`src/pm_regs_pkg.sv`:
```
package pm_regs_pkg;

  // Register indices; the byte address on the bus is four times the index.
  localparam logic [7:0] ENTRY_CTL_IDX = 8'he0;
  localparam logic [7:0] MODE_TIMER_IDX = 8'he1;
  localparam logic [7:0] LOW_POWER_OUT_IDX = 8'hea;
  localparam logic [7:0] NORMAL_OUT_IDX = 8'heb;
  localparam logic [7:0] SCRATCH_ONE_IDX = 8'hec;
  localparam logic [7:0] SCRATCH_TWO_IDX = 8'hed;
  localparam logic [7:0] WAKE_OPT_IDX = 8'hee;
  localparam logic [7:0] COMPANION_IDX = 8'hef;
  localparam logic [7:0] IRQ_STATUS_IDX = 8'hf0;
  localparam logic [7:0] IRQ_ENABLE_IDX = 8'hf1;
  localparam logic [7:0] IRQ_CLEAR_IDX = 8'hf2;

  localparam int ADDR_W = 10;

  // Main power-control register fields.
  localparam int MODE_SEL_BIT = 7;
  localparam int PERIPH_GEN_BIT = 6;
  localparam int MGMT_GEN_BIT = 5;
  localparam int IRQ15_SEL_BIT = 4;
  localparam int NORMAL_STAT_BIT = 3;
  localparam int TIMER_BIT = 2;
  localparam int EXT_BIT = 1;
  localparam int FORCE_EN_BIT = 0;

  // Neighbouring mode register fields.
  localparam int EXT_RELOAD_BIT = 6;
  localparam int PULSE_WIDTH_BIT = 5;
  localparam int POLARITY_BIT = 4;
  localparam int FORCE_BIT = 3;
  localparam int TIMER_SEL_LSB = 0;
  localparam int TIMER_SEL_W = 3;

  // Output-config register fields.
  localparam int OUT_BIT0 = 0;
  localparam int OUT_BIT1 = 1;
  localparam int OUT_BIT2 = 2;

  // Interrupt status fields.
  localparam int IRQ_ENTRY_BIT = 0;
  localparam int IRQ_WAKE_BIT = 1;
  localparam int IRQ_W = 2;

  localparam logic [7:0] REG_RESET = 8'h00;
  localparam logic [IRQ_W-1:0] IRQ_RESET = 2'h0;

  // Timing.
  localparam int CLK_PERIOD_PS = 8000;
  localparam int SHORT_PULSE_NS = 100;
  localparam int LONG_PULSE_MS = 5;
  localparam int SHORT_PULSE_CYCLES = (SHORT_PULSE_NS * 1000 + CLK_PERIOD_PS - 1) / CLK_PERIOD_PS;
  localparam longint LONG_PULSE_CYCLES = (64'(LONG_PULSE_MS) * 1000000000 + CLK_PERIOD_PS - 1) / CLK_PERIOD_PS;
  localparam longint CYCLES_PER_SECOND = 64'd1000000000000 / CLK_PERIOD_PS;

  // Event-timer periods in seconds, by select code.
  localparam int TIMER_S_0 = 15;
  localparam int TIMER_S_1 = 120;
  localparam int TIMER_S_2 = 300;
  localparam int TIMER_S_3 = 900;
  localparam int TIMER_S_4 = 1800;
  localparam int TIMER_S_5 = 2700;
  localparam int TIMER_S_6 = 3600;
  localparam int TIMER_S_7 = 14400;
  localparam int SECONDS_W = 14;

  typedef enum logic {normal_state, low_power_state} mode_state_type;

endpackage

```
`src/low_power_mode_control_regs.sv`:
```
// Design decision made here: the APB slave port.
`timescale 1ns/1ps
module low_power_mode_control_regs #(
  parameter longint cycles_per_second = pm_regs_pkg::CYCLES_PER_SECOND,
  parameter longint long_pulse_cycles = pm_regs_pkg::LONG_PULSE_CYCLES
) (
  input wire logic pclk,
  input wire logic presetn,
  input wire logic psel,
  input wire logic penable,
  input wire logic pwrite,
  input wire logic [pm_regs_pkg::ADDR_W-1:0] paddr,
  input wire logic [31:0] pwdata,
  output logic [31:0] prdata,
  output logic pready,
  output logic pslverr,
  input wire logic ext_power_event_in_n,
  input wire logic activity_wake,
  output logic periph_power_en_n,
  output logic mgmt_interrupt_n,
  output logic irq15,
  output logic sleep_out_bit0_n,
  output logic sleep_out_bit1_n,
  output logic sleep_out_bit2_n,
  output logic wake_out_bit1_n,
  output logic wake_out_bit2_n,
  output logic low_power_active,
  output logic pm_irq
);

  localparam int PRE_W = $clog2(cycles_per_second + 1);
  localparam int DEB_W = $clog2(long_pulse_cycles + pm_regs_pkg::SHORT_PULSE_CYCLES + 1);

  generate
    if (cycles_per_second < 2 || long_pulse_cycles < 1) begin : bad_params
      $error("cycles_per_second must be at least 2 and long_pulse_cycles at least 1");
    end
  endgenerate

  function automatic logic [pm_regs_pkg::SECONDS_W-1:0] period_seconds(
      input logic [pm_regs_pkg::TIMER_SEL_W-1:0] sel);
    logic [pm_regs_pkg::SECONDS_W-1:0] s;
    s = '0;
    unique case (sel)
      3'h0: s = pm_regs_pkg::SECONDS_W'(pm_regs_pkg::TIMER_S_0);
      3'h1: s = pm_regs_pkg::SECONDS_W'(pm_regs_pkg::TIMER_S_1);
      3'h2: s = pm_regs_pkg::SECONDS_W'(pm_regs_pkg::TIMER_S_2);
      3'h3: s = pm_regs_pkg::SECONDS_W'(pm_regs_pkg::TIMER_S_3);
      3'h4: s = pm_regs_pkg::SECONDS_W'(pm_regs_pkg::TIMER_S_4);
      3'h5: s = pm_regs_pkg::SECONDS_W'(pm_regs_pkg::TIMER_S_5);
      3'h6: s = pm_regs_pkg::SECONDS_W'(pm_regs_pkg::TIMER_S_6);
      3'h7: s = pm_regs_pkg::SECONDS_W'(pm_regs_pkg::TIMER_S_7);
    endcase
    return s;
  endfunction

  function automatic logic hits(input logic [pm_regs_pkg::ADDR_W-1:0] a, input logic [7:0] idx);
    return a == {idx, 2'b00};
  endfunction

  logic [7:0] entry_ctl;
  logic [2:0] cause;
  logic [7:0] mode_timer;
  logic [7:0] low_power_output_config;
  logic [7:0] normal_return_output_config;
  logic [7:0] scratch_one;
  logic [7:0] scratch_two;
  logic [7:0] wake_source_options;
  logic [7:0] companion_chip_select;
  logic [pm_regs_pkg::IRQ_W-1:0] irq_status;
  logic [pm_regs_pkg::IRQ_W-1:0] irq_enable;
  pm_regs_pkg::mode_state_type mode_state;

  logic wr;
  logic setup_rd;
  logic mapped;
  logic [7:0] next_rdata;
  assign wr = psel && penable && pwrite;
  assign setup_rd = psel && !penable && !pwrite;

  always_comb begin
    mapped = 1'b1;
    next_rdata = 8'h00;
    if (hits(paddr, pm_regs_pkg::ENTRY_CTL_IDX)) begin
      next_rdata = {entry_ctl[7:4], mode_state == pm_regs_pkg::normal_state, cause};
    end else if (hits(paddr, pm_regs_pkg::MODE_TIMER_IDX)) begin
      next_rdata = mode_timer;
    end else if (hits(paddr, pm_regs_pkg::LOW_POWER_OUT_IDX)) begin
      next_rdata = low_power_output_config;
    end else if (hits(paddr, pm_regs_pkg::NORMAL_OUT_IDX)) begin
      next_rdata = normal_return_output_config;
    end else if (hits(paddr, pm_regs_pkg::SCRATCH_ONE_IDX)) begin
      next_rdata = scratch_one;
    end else if (hits(paddr, pm_regs_pkg::SCRATCH_TWO_IDX)) begin
      next_rdata = scratch_two;
    end else if (hits(paddr, pm_regs_pkg::WAKE_OPT_IDX)) begin
      next_rdata = wake_source_options;
    end else if (hits(paddr, pm_regs_pkg::COMPANION_IDX)) begin
      next_rdata = companion_chip_select;
    end else if (hits(paddr, pm_regs_pkg::IRQ_STATUS_IDX)) begin
      next_rdata = {6'h00, irq_status};
    end else if (hits(paddr, pm_regs_pkg::IRQ_ENABLE_IDX)) begin
      next_rdata = {6'h00, irq_enable};
    end else if (hits(paddr, pm_regs_pkg::IRQ_CLEAR_IDX)) begin
      next_rdata = 8'h00;
    end else begin
      mapped = 1'b0;
    end
  end

  assign pready = 1'b1;
  assign pslverr = psel && penable && !mapped;

  // Read data is captured in the setup cycle so that it comes from a flip-flop in the access cycle.
  always_ff @(posedge pclk or negedge presetn) begin
    if (!presetn) begin
      prdata <= 32'h00000000;
    end else if (setup_rd) begin
      prdata <= {24'h000000, next_rdata};
    end
  end

  // External power-event input: synchroniser, polarity and pulse-width filter.
  logic ext_meta;
  logic ext_sync;
  logic ext_active;
  logic [DEB_W-1:0] deb_count;
  logic [DEB_W-1:0] deb_limit;
  logic ext_event;
  always_ff @(posedge pclk or negedge presetn) begin
    if (!presetn) begin
      ext_meta <= 1'b1;
      ext_sync <= 1'b1;
    end else begin
      ext_meta <= ext_power_event_in_n;
      ext_sync <= ext_meta;
    end
  end

  assign ext_active = mode_timer[pm_regs_pkg::POLARITY_BIT] ? ext_sync : !ext_sync;
  assign deb_limit = mode_timer[pm_regs_pkg::PULSE_WIDTH_BIT] ? DEB_W'(long_pulse_cycles) :
                     DEB_W'(pm_regs_pkg::SHORT_PULSE_CYCLES);
  assign ext_event = ext_active && (deb_count == deb_limit - DEB_W'(1));

  // The count stops at the limit, one past the event count, so that a long pulse gives a single event.
  always_ff @(posedge pclk or negedge presetn) begin
    if (!presetn) begin
      deb_count <= '0;
    end else if (!ext_active) begin
      deb_count <= '0;
    end else if (deb_count < deb_limit) begin
      deb_count <= deb_count + DEB_W'(1);
    end
  end

  // Entry and wake decisions.
  logic timeout;
  logic force_write;
  logic timer_entry;
  logic ext_entry;
  logic force_entry;
  logic enter;
  logic wake;
  logic in_normal;
  logic reload;
  assign in_normal = mode_state == pm_regs_pkg::normal_state;
  assign force_write = wr && hits(paddr, pm_regs_pkg::MODE_TIMER_IDX) && pwdata[pm_regs_pkg::FORCE_BIT];
  assign timer_entry = in_normal && timeout && entry_ctl[pm_regs_pkg::TIMER_BIT];
  assign ext_entry = in_normal && ext_event && entry_ctl[pm_regs_pkg::EXT_BIT];
  assign force_entry = in_normal && force_write && entry_ctl[pm_regs_pkg::FORCE_EN_BIT];
  assign enter = timer_entry || ext_entry || force_entry;
  assign wake = !in_normal && (activity_wake || (ext_event && mode_timer[pm_regs_pkg::EXT_RELOAD_BIT]));
  assign reload = wake || enter || (in_normal && (activity_wake ||
                  (ext_event && mode_timer[pm_regs_pkg::EXT_RELOAD_BIT])));

  always_ff @(posedge pclk or negedge presetn) begin
    if (!presetn) begin
      mode_state <= pm_regs_pkg::normal_state;
    end else begin
      unique case (mode_state)
        pm_regs_pkg::normal_state: if (enter) begin
          mode_state <= pm_regs_pkg::low_power_state;
        end
        pm_regs_pkg::low_power_state: if (wake) begin
          mode_state <= pm_regs_pkg::normal_state;
        end
      endcase
    end
  end

  // Event timer: a one-second prescaler and a seconds counter.
  logic [PRE_W-1:0] prescale;
  logic [pm_regs_pkg::SECONDS_W-1:0] event_timer;
  logic second_tick;
  assign second_tick = prescale == PRE_W'(cycles_per_second - 1);
  assign timeout = event_timer >= period_seconds(mode_timer[pm_regs_pkg::TIMER_SEL_W-1:0]);

  always_ff @(posedge pclk or negedge presetn) begin
    if (!presetn) begin
      prescale <= '0;
    end else if (reload || second_tick) begin
      prescale <= '0;
    end else begin
      prescale <= prescale + PRE_W'(1);
    end
  end

  always_ff @(posedge pclk or negedge presetn) begin
    if (!presetn) begin
      event_timer <= '0;
    end else if (reload) begin
      event_timer <= '0;
    end else if (second_tick && !timeout) begin
      event_timer <= event_timer + pm_regs_pkg::SECONDS_W'(1);
    end
  end

  // Main power-control register: control bits and written enables.
  always_ff @(posedge pclk or negedge presetn) begin
    if (!presetn) begin
      entry_ctl <= pm_regs_pkg::REG_RESET;
    end else if (wr && hits(paddr, pm_regs_pkg::ENTRY_CTL_IDX)) begin
      entry_ctl <= {pwdata[7:4], 1'b0, pwdata[2:0]};
    end
  end

  // Cause flags: writing 0 clears one, a new entry in the same cycle wins.
  logic [2:0] cause_set;
  logic [2:0] cause_clr;
  assign cause_set = {timer_entry, ext_entry, force_entry};
  assign cause_clr = (wr && hits(paddr, pm_regs_pkg::ENTRY_CTL_IDX)) ? ~pwdata[2:0] : 3'h0;

  always_ff @(posedge pclk or negedge presetn) begin
    if (!presetn) begin
      cause <= 3'h0;
    end else begin
      cause <= cause_set | (cause & ~cause_clr);
    end
  end

  // Force bit is a command and reads back as 0.
  always_ff @(posedge pclk or negedge presetn) begin
    if (!presetn) begin
      mode_timer <= pm_regs_pkg::REG_RESET;
    end else if (wr && hits(paddr, pm_regs_pkg::MODE_TIMER_IDX)) begin
      mode_timer <= pwdata[7:0] & ~(8'h01 << pm_regs_pkg::FORCE_BIT);
    end
  end

  always_ff @(posedge pclk or negedge presetn) begin
    if (!presetn) begin
      low_power_output_config <= pm_regs_pkg::REG_RESET;
      normal_return_output_config <= pm_regs_pkg::REG_RESET;
      scratch_one <= pm_regs_pkg::REG_RESET;
      scratch_two <= pm_regs_pkg::REG_RESET;
      wake_source_options <= pm_regs_pkg::REG_RESET;
      companion_chip_select <= pm_regs_pkg::REG_RESET;
    end else if (wr) begin
      if (hits(paddr, pm_regs_pkg::LOW_POWER_OUT_IDX)) begin
        low_power_output_config <= pwdata[7:0];
      end
      if (hits(paddr, pm_regs_pkg::NORMAL_OUT_IDX)) begin
        normal_return_output_config <= pwdata[7:0];
      end
      if (hits(paddr, pm_regs_pkg::SCRATCH_ONE_IDX)) begin
        scratch_one <= pwdata[7:0];
      end
      if (hits(paddr, pm_regs_pkg::SCRATCH_TWO_IDX)) begin
        scratch_two <= pwdata[7:0];
      end
      if (hits(paddr, pm_regs_pkg::WAKE_OPT_IDX)) begin
        wake_source_options <= pwdata[7:0];
      end
      if (hits(paddr, pm_regs_pkg::COMPANION_IDX)) begin
        companion_chip_select <= pwdata[7:0];
      end
    end
  end

  // Interrupt status: sticky, set wins over a clear in the same cycle.
  logic [pm_regs_pkg::IRQ_W-1:0] irq_set;
  logic [pm_regs_pkg::IRQ_W-1:0] irq_clr;
  assign irq_set = {wake, enter};
  assign irq_clr = (wr && hits(paddr, pm_regs_pkg::IRQ_CLEAR_IDX)) ? pwdata[pm_regs_pkg::IRQ_W-1:0] :
                   pm_regs_pkg::IRQ_RESET;

  always_ff @(posedge pclk or negedge presetn) begin
    if (!presetn) begin
      irq_status <= pm_regs_pkg::IRQ_RESET;
    end else begin
      irq_status <= irq_set | (irq_status & ~irq_clr);
    end
  end

  always_ff @(posedge pclk or negedge presetn) begin
    if (!presetn) begin
      irq_enable <= pm_regs_pkg::IRQ_RESET;
    end else if (wr && hits(paddr, pm_regs_pkg::IRQ_ENABLE_IDX)) begin
      irq_enable <= pwdata[pm_regs_pkg::IRQ_W-1:0];
    end
  end

  // Outputs toward the processor and companion chip, all registered.
  logic next_low_power;
  logic cause_pending;
  assign next_low_power = (mode_state == pm_regs_pkg::low_power_state && !wake) || enter;
  assign cause_pending = |cause_set || |(cause & ~cause_clr);

  always_ff @(posedge pclk or negedge presetn) begin
    if (!presetn) begin
      periph_power_en_n <= 1'b0;
      mgmt_interrupt_n <= 1'b1;
      irq15 <= 1'b0;
      low_power_active <= 1'b0;
      pm_irq <= 1'b0;
    end else begin
      // Power enable is released only in low-power mode and only if allowed.
      periph_power_en_n <= next_low_power && entry_ctl[pm_regs_pkg::PERIPH_GEN_BIT];
      // Management-interrupt entry signals software while a cause is pending.
      mgmt_interrupt_n <= !(cause_pending && entry_ctl[pm_regs_pkg::MODE_SEL_BIT] &&
                            entry_ctl[pm_regs_pkg::MGMT_GEN_BIT] &&
                            !entry_ctl[pm_regs_pkg::IRQ15_SEL_BIT]);
      irq15 <= cause_pending && entry_ctl[pm_regs_pkg::MODE_SEL_BIT] &&
               entry_ctl[pm_regs_pkg::IRQ15_SEL_BIT];
      low_power_active <= next_low_power;
      pm_irq <= |((irq_set | (irq_status & ~irq_clr)) & irq_enable);
    end
  end

  always_ff @(posedge pclk or negedge presetn) begin
    if (!presetn) begin
      sleep_out_bit0_n <= 1'b1;
      sleep_out_bit1_n <= 1'b1;
      sleep_out_bit2_n <= 1'b1;
      wake_out_bit1_n <= 1'b1;
      wake_out_bit2_n <= 1'b1;
    end else begin
      sleep_out_bit0_n <= !(next_low_power && low_power_output_config[pm_regs_pkg::OUT_BIT0]);
      sleep_out_bit1_n <= !(next_low_power && low_power_output_config[pm_regs_pkg::OUT_BIT1]);
      sleep_out_bit2_n <= !(next_low_power && low_power_output_config[pm_regs_pkg::OUT_BIT2]);
      wake_out_bit1_n <= !(!next_low_power && normal_return_output_config[pm_regs_pkg::OUT_BIT1]);
      wake_out_bit2_n <= !(!next_low_power && normal_return_output_config[pm_regs_pkg::OUT_BIT2]);
    end
  end

endmodule

```
`config.mk`:
```
export PLATFORM = sky130hd
export DESIGN_NAME = low_power_mode_control_regs
export DESIGN_NICKNAME = d
export VERILOG_FILES = /design/src/pm_regs_pkg.sv /design/src/low_power_mode_control_regs.sv
export SDC_FILE = /design/constraint.sdc
export NUM_CORES = 1
export LEC_CHECK = 0
export ABC_AREA = 1
export BUFFER_PORTS_ARGS = -buffer_cell sky130_fd_sc_hd__buf_4
export CORE_ASPECT_RATIO = 1.25
export CORE_MARGIN = 2
export CORE_UTILIZATION = 54
export DETAILED_ROUTE_END_ITERATION = 8
export GPL_TIMING_DRIVEN = 0
export PLACE_DENSITY = 0.89
export SLEW_MARGIN = 25
export SYNTH_ARGS = -nofsm -noshare
export SYNTH_HDL_FRONTEND = slang
export SYNTH_SLANG_ARGS = --single-unit
```
`constraint.sdc`:
```
create_clock -name pclk -period 2.4 [get_ports pclk]
set_input_delay 0.72 -clock pclk [delete_from_list [all_inputs] [get_ports pclk]]
set_output_delay 0.72 -clock pclk [all_outputs]
set_load 0.03 [all_outputs]
```
==> results of run 1 <==
[registers in the layout (all words and copies together) (netlist names), 2 cells and up]
register / count
cause: 3
companion_chip_select: 8
deb_count: 20
entry_ctl: 7
event_timer: 14
irq_enable: 2
irq_status: 2
low_power_output_config: 8
mode_timer: 7
normal_return_output_config: 8
prdata: 8
prescale: 27
scratch_one: 8
scratch_two: 8
wake_source_options: 8
[logic make-up after synthesis]
group,count (synthesis)
compound gates,134
xor+xnor,50
fa+ha+maj,33
buf+inv,166
flops,151
other cells,2
simple gates,607
[cell type report]
| class | instances | area (um2) |
|---|---|---|
| Multi-Input combinational cell | 849 | 4930 |
| Clock buffer | 20 | 467 |
| Tap cell | 212 | 265 |
| Buffer | 50 | 377 |
| Clock inverter | 11 | 195 |
| Sequential cell | 151 | 3790 |
| Inverter | 116 | 459 |
| Fill cell | 1006 | 4420 |
| Timing Repair Buffer | 87 | 800 |
[cell usage in the layout, fill, tap and decap left out, types with 4 or more instances in the layout]
cell	instances
a21oi_1	23
a21oi_2	6
buf_4	92
buf_6	18
buf_8	9
bufinv_16	5
clkbuf_1	12
clkbuf_16	17
clkinvlp_4	4
conb_1	25
dfrtp_1	140
dfstp_2	8
ha_1	24
ha_4	8
inv_1	94
inv_2	12
inv_4	6
nand2_1	256
nand2_2	27
nand2_4	4
nand3_1	68
nand3_2	15
nand4_1	30
nor2_1	102
nor2_2	25
nor2_4	25
nor3_1	22
nor3_2	7
nor4_1	7
o21ai_0	83
o21ai_1	9
o21ai_2	5
xnor2_1	8
xor2_1	41
[through the flow]
| stage | util | setup TNS (ns) | cell area, um2 |
|---|---|---|---|
| after detailed placement | 0.601 | -30.47 | 9430 |
| after global placement | 0.599 | -30.62 | 9400 |
| after CTS | 0.691 | -4.49 | 10800 |
| after floorplan | - | 0 | 8820 |
| after global routing | 0.719 | -22.88 | 11300 |
| final | 0.719 | -18.54 | 11300 |
[critical path, delay by kind of cell (launching register included)]
family                   cells  cell delay [ns]
flip-flops                   1             0.47
AO/OA/AOI/OAI                1             0.16
buffers and inverters        4             0.60
AND/OR/NAND/NOR             10             1.00
adder cells (fa/ha/maj)      2             0.49
[repair_timing]
action / 4_1_cts / 5_1_grt
pin swaps: 41 / 41
resized for setup: 141 / 106
setup buffers: 29 / 11
setup endpoints to repair: 74 / 82
gates cloned: 4 / 0
hold buffers: 0 / 0
[power groups by stage]
stage | Sequential (mW) | Combinational (mW) | Clock (mW)
5_1_grt | 2.59 | 0.502 | 3.13
3_3_place_gp | 2.63 | 0.342 | 0
2_1_floorplan | 2.64 | 0.197 | 0
6_report | 2.59 | 0.472 | 3.02
3_5_place_dp | 2.63 | 0.355 | 0
4_1_cts | 2.59 | 0.423 | 2.99
[per-layer routing]
layer | track usage | part of all wire | vias up
li1 | - | - | 3918
met1 | 0.364 | 0.34 | 4225
met2 | 0.504 | 0.47 | 812
met3 | 0.0666 | 0.11 | 285
met4 | 0.167 | 0.078 | 0
met5 | 0 | 0 | -
[path summary, 6_finish.rpt]
| kind | start | to | slack (ns) | depth (start not counted) |
|---|---|---|---|---|
| min in group pclk | ext_meta$_DFF_PN1_ | ext_sync$_DFF_PN1_ | 0.36 | 0 |
| worst max-delay path | mode_timer[0]$_DFFE_PN0P_ | event_timer[4]$_DFFE_PN0P_ | -0.41 | 17 |
| max in group asynchronous | presetn | mode_timer[5]$_DFFE_PN0P_ | 1.37 | 2 |
| worst min register to register | ext_meta$_DFF_PN1_ | ext_sync$_DFF_PN1_ | 0.36 | 0 |
| worst min-delay path | presetn | event_timer[11]$_DFFE_PN0P_ | 0.21 | 1 |
| worst max register to register | mode_timer[0]$_DFFE_PN0P_ | event_timer[4]$_DFFE_PN0P_ | -0.41 | 17 |
==> results.cfg, run 1 <==
[synth]
synth_flop_cell = dfrtp_1
synthAdderAreaFrac = 0.0475
synth_edf_count = 0
synth-seq-area-share = 0.435
synth_top_area_frac = 0.411
synthesis.area_mm2 = 0.00870
yosys_warnings = 0
synth_area_leaders = dfrtp_1, nand2_1, nor2_1
synth.most_common_cell = nand2_1
synth_common_cells = nand2_1, nor2_1, dfrtp_1, inv_1, o21ai_0
muxShareOfSynthArea = 0
synth.distinct_cells = 42
ys_ff_latch = 151
synth_compound_area_frac = 0.0797
synth_xor_area_frac = 0.0512
synth_top_family_by_area = simple AND/OR/NAND/NOR gates
async_flop_share = 1.00
syn_avg_cell_area_um2 = 7.61
synth-simple-area-share = 0.299
netlist_instances = 1143
synth_area_leader_cell = dfrtp_1

[setup_path]
critPathLaunchType = flop
slowest_stage = dfrtp_2
cp.arrival_ns = 3.18
cp.required_ns = 2.77
crit_path_frequent_cell = nand2_2
slowest_delay_ns = 0.47
crit_path_max_fanout = 6
critPathKind = reg2reg
crit_chain = inv_2 > buf_4 > ha_1 > o21ai_2 > ha_1 > nand2_2 > nor2_4 > and3_4 > nand2_2 > nand3_4 > nand2_4 > nand2_4 > nor2_4 > buf_6 > buf_6 > nand3_4 > nand2_2
end_kind = flop

[floorplan]
fp.dieW_um = 118
ios = 93
core_area_mm2 = 0.0157
dieArea_mm2 = 0.0171
core.rowCount = 51
dieHeight_um = 146
start_util = 0.554

[timing]
fmax_ghz = 0.356
hold_ws_ns = 0.209
fin_ws_ns = -0.410
relSlewSlack = 0.588
tightest_slew_ns = 0.614
grt_setup_unrepaired = yes
setup_viol = 54
hold_violations = 0
period_needed_ns = 2.81
clock_skew_ns = 0.0127
slew_viol_final = 0
finalCritPeriodShare = 1.17

[min_path]
hp-class = in2async

[clocking]
clock-sinks = 151
cts_buffers = 17
clock_path_buffers = 2
clkLatencyLatePin_ns = 0.44
cts-root-buf = clkbuf_16
cts_max_level = 4
path_clk_slew_ns = 0.07
cts_tree = built

[grt]
grt.total_usage = 0.302
grt_overflow_total = 0
antenna_found_initial = 0
grt_pass1_vias = 8350
grt_pass1_wl_um = 41600
grt_max_degree = 97

[drt]
drc_errors = 0
wl_per_cell_um = 19.5
viasPerCell = 6.18
vias = 9240
drt_iter0_drc = 1749
ant_nets = 0
wirelength_um = 29100
dr.pass1.iters = 8

[run_status]
status = finished, violations left
violations = setup timing

[final_layout]
final_layout_size_suffix_gt1_frac = 0.252
fin_cells = 1496
num_antenna_cells = 0
area_growth_pct = 29.7
final_nets = 1354

[placement]
dpl.hpwl_um = 15500
place_ws_ns = -0.492
placedCellCount = 1421
place.gp.congestion = 0.961
portBuffers = 42

[pwr]
p_total_mw = 6.09
power.share.switching = 0.235
power.internal_mw = 4.65
pwr-share-clk = 0.497
combinationalPowerShare = 0.078
ir_drop_v = 0.000518
p_seq_frac = 0.426
p_switching_mw = 1.43
p_per_area_mw_per_mm2 = 540
leakagePower_nw = 5.10

[job]
drv_cap = 0
No activity file was read; power rests on OpenSTA's default activity.
==> inputs of run 2 (changes only) <==
--- a/config.mk
+++ b/config.mk
@@ -6,6 +6,7 @@
 export NUM_CORES = 1
 export LEC_CHECK = 0
 export ABC_AREA = 1
+export ABC_CLOCK_PERIOD_IN_PS = 2400
 export BUFFER_PORTS_ARGS = -buffer_cell sky130_fd_sc_hd__buf_4
 export CORE_ASPECT_RATIO = 1.25
 export CORE_MARGIN = 2
@@ -13,7 +14,8 @@
 export DETAILED_ROUTE_END_ITERATION = 8
 export GPL_TIMING_DRIVEN = 0
 export PLACE_DENSITY = 0.89
-export SLEW_MARGIN = 25
+export REMOVE_ABC_BUFFERS = 1
+export SLEW_MARGIN = 20
 export SYNTH_ARGS = -nofsm -noshare
 export SYNTH_HDL_FRONTEND = slang
 export SYNTH_SLANG_ARGS = --single-unit
==> results.cfg, run 2 (synthesized netlist as in run 1, its figures left out) <==
[clocking]
clock_path_buffers = 2
cts_tree = built
clock-sinks = 151
clkLatencyLatePin_ns = 0.45
cts_buffers = 17
cts_max_level = 4
path_clk_slew_ns = 0.07
cts-root-buf = clkbuf_16

[final_layout]
reg.largest.list = prescale x27, deb_count x20, event_timer x14
final_nets = 1317
fin_cells = 1460
final_layout_size_suffix_gt1_frac = 0.245
largest_reg_flops = 27
multiInputGateArea_mm2 = 0.00525
num_antenna_cells = 0
utilization = 0.714
regArea_mm2 = 0.00379
layout_commonest_cell = nand2_1
area_growth_pct = 28.8
nFillCells = 1004
regMostFlops = prescale
final_cell_mix = nand2_1, dfrtp_1, nor2_1

[placement]
portBuffers = 43
placedCellCount = 1372
place.gp.congestion = 0.936
dpl.hpwl_um = 14600

[floorplan]
ios = 93
dieArea_mm2 = 0.0171
core_area_mm2 = 0.0157
start_util = 0.554
core.rowCount = 51
dieHeight_um = 146
fp.dieW_um = 118

[timing]
finalCritPeriodShare = 1.16
hold_violations = 0
fmax_ghz = 0.359
fin_ws_ns = -0.383
grt_setup_unrepaired = yes
tightest_slew_ns = 0.861
relSlewSlack = 0.424
clock_skew_ns = 0.0181
period_needed_ns = 2.78
slew_viol_final = 0
setup_viol = 61

[drt]
wirelength_um = 29900
viasPerCell = 6.30
drt_iter0_drc = 1651
dr.pass1.iters = 9
ant_nets = 0
drc_errors = 2
wl_per_cell_um = 20.5
vias = 9193

[grt]
grt_overflow_total = 0
antenna_found_initial = 0
grt.total_usage = 0.304
grt_pass1_wl_um = 41400
grtUsageMet3 = 0.0831
grt_max_degree = 104
grt_pass1_vias = 8490
grt.met2_usage = 0.499
grt_use_met1 = 0.343
grt_busiest_layer = met2

[pwr]
ir_drop_v = 0.000439
leakagePower_nw = 4.96
p_per_area_mw_per_mm2 = 509

[setup_path]
critPathLaunchType = flop
crit_start = mode_timer[1]$_DFFE_PN0P_
reg2reg_from = mode_timer[1]$_DFFE_PN0P_
rr_worst_depth = 14
crit_path_end = prescale[20]$_DFF_PN0_
timing.rr.end = prescale[20]$_DFF_PN0_
crit_path_max_fanout = 7
end_kind = flop
critPathKind = reg2reg
cp.required_ns = 2.77
cp.arrival_ns = 3.15
rrSetupSlack_ns = -0.38

[min_path]
hp-class = in2async

[run_status]
status = finished, violations left
violations = DRC, setup timing

[job]
drv_cap = 0
==> run 2: layout make-up <==
cell class,count,share of cell area
repair inverters,1,0.000670
well taps,212,0.0237
flip-flops and latches,151,0.338
inverters,116,0.0405
repair buffers,93,0.0765
multi-input cells,855,0.469
clock buffers,18,0.0392
clock inverters,14,0.0124
==> run 2: worst min path at each step <==
stage                  startpoint                         to  slack, ns
5_1_grt                   presetn  deb_count[10]$_DFFE_PN0P_       0.20
6_report                  presetn  deb_count[10]$_DFFE_PN0P_       0.18
3_3_place_gp   ext_meta$_DFF_PN1_         ext_sync$_DFF_PN1_       0.35
2_1_floorplan  ext_meta$_DFF_PN1_         ext_sync$_DFF_PN1_       0.35
4_1_cts                   presetn   deb_count[9]$_DFFE_PN0P_       0.20
3_5_place_dp   ext_meta$_DFF_PN1_         ext_sync$_DFF_PN1_       0.35
==> run 2: repair_timing <==
item | 4_1_cts | 5_1_grt
setup buffers | 30 | 20
endpoints found under the setup margin | 78 | 84
pin swaps | 46 | 45
hold buffers | 0 | 0
cloned | 7 | 2
resized for setup | 155 | 108
==> run 2: critical path, stage by stage, from the launching register on <==
cell     delay, ns
dfrtp_2       0.48
buf_6         0.19
ha_4          0.18
o21ai_2       0.18
ha_4          0.23
a21oi_2       0.18
nand2_2       0.09
a21oi_2       0.19
nand3_2       0.13
nand2_2       0.14
nand2_4       0.08
nor2_4        0.17
buf_12        0.19
nand2_8       0.12
nor2_4        0.13
==> run 2: where the power goes <==
part / internal (mW) / switching, mW
registers: 2.57 / 0.0237
clock network: 1.48 / 1.19
logic: 0.122 / 0.320
==> run 2: metrics by stage <==
step	cell area [um2]	TNS, ns	power [mW]	setup WS, ns	hold WS (ns)
after floorplan	8470	-4.89	2.79	-0.247	0.345
after global placement	9060	-73.62	2.93	-0.891	0.346
after detailed placement	9100	-71.60	2.94	-0.998	0.348
after CTS	10600	-1.05	5.60	-0.0429	0.202
after global routing	11200	-19.66	5.85	-0.400	0.197
final	11200	-16.86	5.71	-0.383	0.178
==> run 2: per-layer routing <==
layer  vias up  routed length [um]
li1       3836                   -
met1      4244               10000
met2       831               13900
met3       282                3240
met4         0                2700
met5         -                   0
==> inputs of run 3 (changes only) <==
--- a/config.mk
+++ b/config.mk
@@ -9,11 +9,11 @@
 export ABC_CLOCK_PERIOD_IN_PS = 2400
 export BUFFER_PORTS_ARGS = -buffer_cell sky130_fd_sc_hd__buf_4
 export CORE_ASPECT_RATIO = 1.25
-export CORE_MARGIN = 2
 export CORE_UTILIZATION = 54
 export DETAILED_ROUTE_END_ITERATION = 8
 export GPL_TIMING_DRIVEN = 0
 export PLACE_DENSITY = 0.89
+export RECOVER_POWER = 50
 export REMOVE_ABC_BUFFERS = 1
 export SLEW_MARGIN = 20
 export SYNTH_ARGS = -nofsm -noshare
==> results.cfg, run 3 (synthesized netlist as in run 1, its figures left out) <==
[drt]
vias = 8660
drt_iter0_drc = 1105
ant_nets = 0
viasPerCell = 6.01
wirelength_um = 26000
dr.pass1.iters = 7
drc_errors = 0
wl_per_cell_um = 18.1

[final_layout]
final_nets = 1297
regMostFlops = prescale
area_growth_pct = 21.8
reg.largest.list = prescale x27, deb_count x20, event_timer x14
layout_commonest_cell = nand2_1
final_layout_size_suffix_gt1_frac = 0.207
largest_reg_flops = 27
fin_cells = 1440
num_antenna_cells = 0
final_cell_mix = nand2_1, dfrtp_1, nor2_1

[floorplan]
core_area_mm2 = 0.0156
dieArea_mm2 = 0.0166
fp.dieW_um = 116
start_util = 0.556
dieHeight_um = 144
core.rowCount = 51
ios = 93

[clocking]
cts-root-buf = clkbuf_16
clock-sinks = 151
clock_path_buffers = 2
cts_buffers = 17
cts_tree = built
path_clk_slew_ns = 0.07
cts_max_level = 4
clkLatencyLatePin_ns = 0.44

[timing]
fmax_ghz = 0.360
clock_skew_ns = 0.00689
finalCritPeriodShare = 1.16
hold_violations = 0
fin_setup_tns_ns = -14.73
period_needed_ns = 2.78
relSlewSlack = 0.0782
setup_viol = 55
grt_setup_unrepaired = yes
slew_viol_final = 0
fin_ws_ns = -0.376
tightest_slew_ns = 1.38

[setup_path]
end_kind = flop
crit_chain = inv_4 > ha_4 > inv_2 > nand2_2 > o21ai_2 > ha_1 > nand2_2 > inv_2 > nand2_1 > nand2_1 > a21oi_2 > nand3_2 > nand2_2 > nand2_4 > nor2_4 > buf_12 > buf_8 > nand3_2 > nand2_1
critPathKind = reg2reg
slowest_delay_ns = 0.50
cp_top_family = simple AND/OR/NAND/NOR gates
crit_path_max_fanout = 6
slowest_stage = dfrtp_2
crit_buf_inv = 5
cp.arrival_ns = 3.15
critPathLaunchType = flop
cp.required_ns = 2.77

[run_status]
violations = setup timing
status = finished, violations left

[grt]
grt_max_degree = 96
grt.total_usage = 0.296
grt_pass1_wl_um = 37900
antenna_found_initial = 0
grt_pass1_vias = 8082
grt_overflow_total = 0

[placement]
placedCellCount = 1372
place_ws_ns = -1.03
dpl.hpwl_um = 14400
portBuffers = 43
place.gp.congestion = 0.984

[pwr]
ir_drop_v = 0.000488
leakagePower_nw = 4.80
p_per_area_mw_per_mm2 = 541

[min_path]
hp-class = reg2reg

[job]
drv_cap = 0
run 3: changes by cell type in the layout (fill, tap and decap cells not counted), sizes merged:
| cell | before | now |
|---|---|---|
| clkinvlp | 7 | 4 |
| clkinv | 3 | 4 |
| clkbuf | 18 | 21 |
| nand2 | 294 | 291 |
| bufinv | 1 | 2 |
| nor2 | 154 | 153 |
| buf | 93 | 75 |
run 3: per-layer routing:
metal / vias to the layer above / part of all wire / GRT usage
met3: 184 / 0.095 / 0.0628
met2: 655 / 0.48 / 0.499
li1: 3793 / - / -
met5: - / 0 / 0
met1: 4028 / 0.36 / 0.340
met4: 0 / 0.066 / 0.187
run 3: repair_timing:
action	in CTS	in global routing
endpoints found under the setup margin	79	90
resized for setup	76	109
gates cloned	3	0
hold buffers	0	0
pin swaps	18	46
buffers inserted	19	14
run 3: power breakdown:
part / switching [mW] / total [mW] / internal [mW]
combinational: 0.287 / 0.390 / 0.103
sequential: 0.0210 / 2.59 / 2.57
clock: 1.17 / 2.75 / 1.59
run 3: final timing paths:
path	start	end	slack [ns]	depth (start not counted)
min	ext_meta$_DFF_PN1_	ext_sync$_DFF_PN1_	0.35	0
max in group asynchronous	presetn	mode_timer[0]$_DFFE_PN0P_	0.24	2
max reg2reg	mode_timer[0]$_DFFE_PN0P_	event_timer[8]$_DFFE_PN0P_	-0.38	19
max	mode_timer[0]$_DFFE_PN0P_	event_timer[8]$_DFFE_PN0P_	-0.38	19
min in group asynchronous	presetn	wake_source_options[0]$_DFFE_PN0P_	0.60	1
min reg2reg	ext_meta$_DFF_PN1_	ext_sync$_DFF_PN1_	0.35	0
run 3: metrics by stage:
| step | utilization | hold slack (ns) | area [um2] | total power, mW |
|---|---|---|---|---|
| after floorplan | - | 0.345 | 8470 | 2.79 |
| after global placement | 0.580 | 0.346 | 9060 | 2.93 |
| after detailed placement | 0.582 | 0.349 | 9100 | 2.94 |
| after CTS | 0.647 | 0.210 | 10100 | 5.69 |
| after global routing | 0.678 | 0.366 | 10600 | 5.87 |
| final | 0.678 | 0.353 | 10600 | 5.73 |
run 3: area by class of cell:
type,count,area (um2)
Clock buffer,18,439
Clock inverter,14,163
Fill cell,1104,5030
Inverter,116,449
Multi-Input combinational cell,851,4820
Sequential cell,151,3800
Tap cell,212,265
Timing Repair Buffer,78,663
run 3: worst reg2reg max path: cells and delay by family, from the launching register on:
kind,cells,cell delay (ns)
simple gates,10,0.99
buf+inv,5,0.53
flops,1,0.50
fa+ha+maj,2,0.47
compound gates,2,0.23
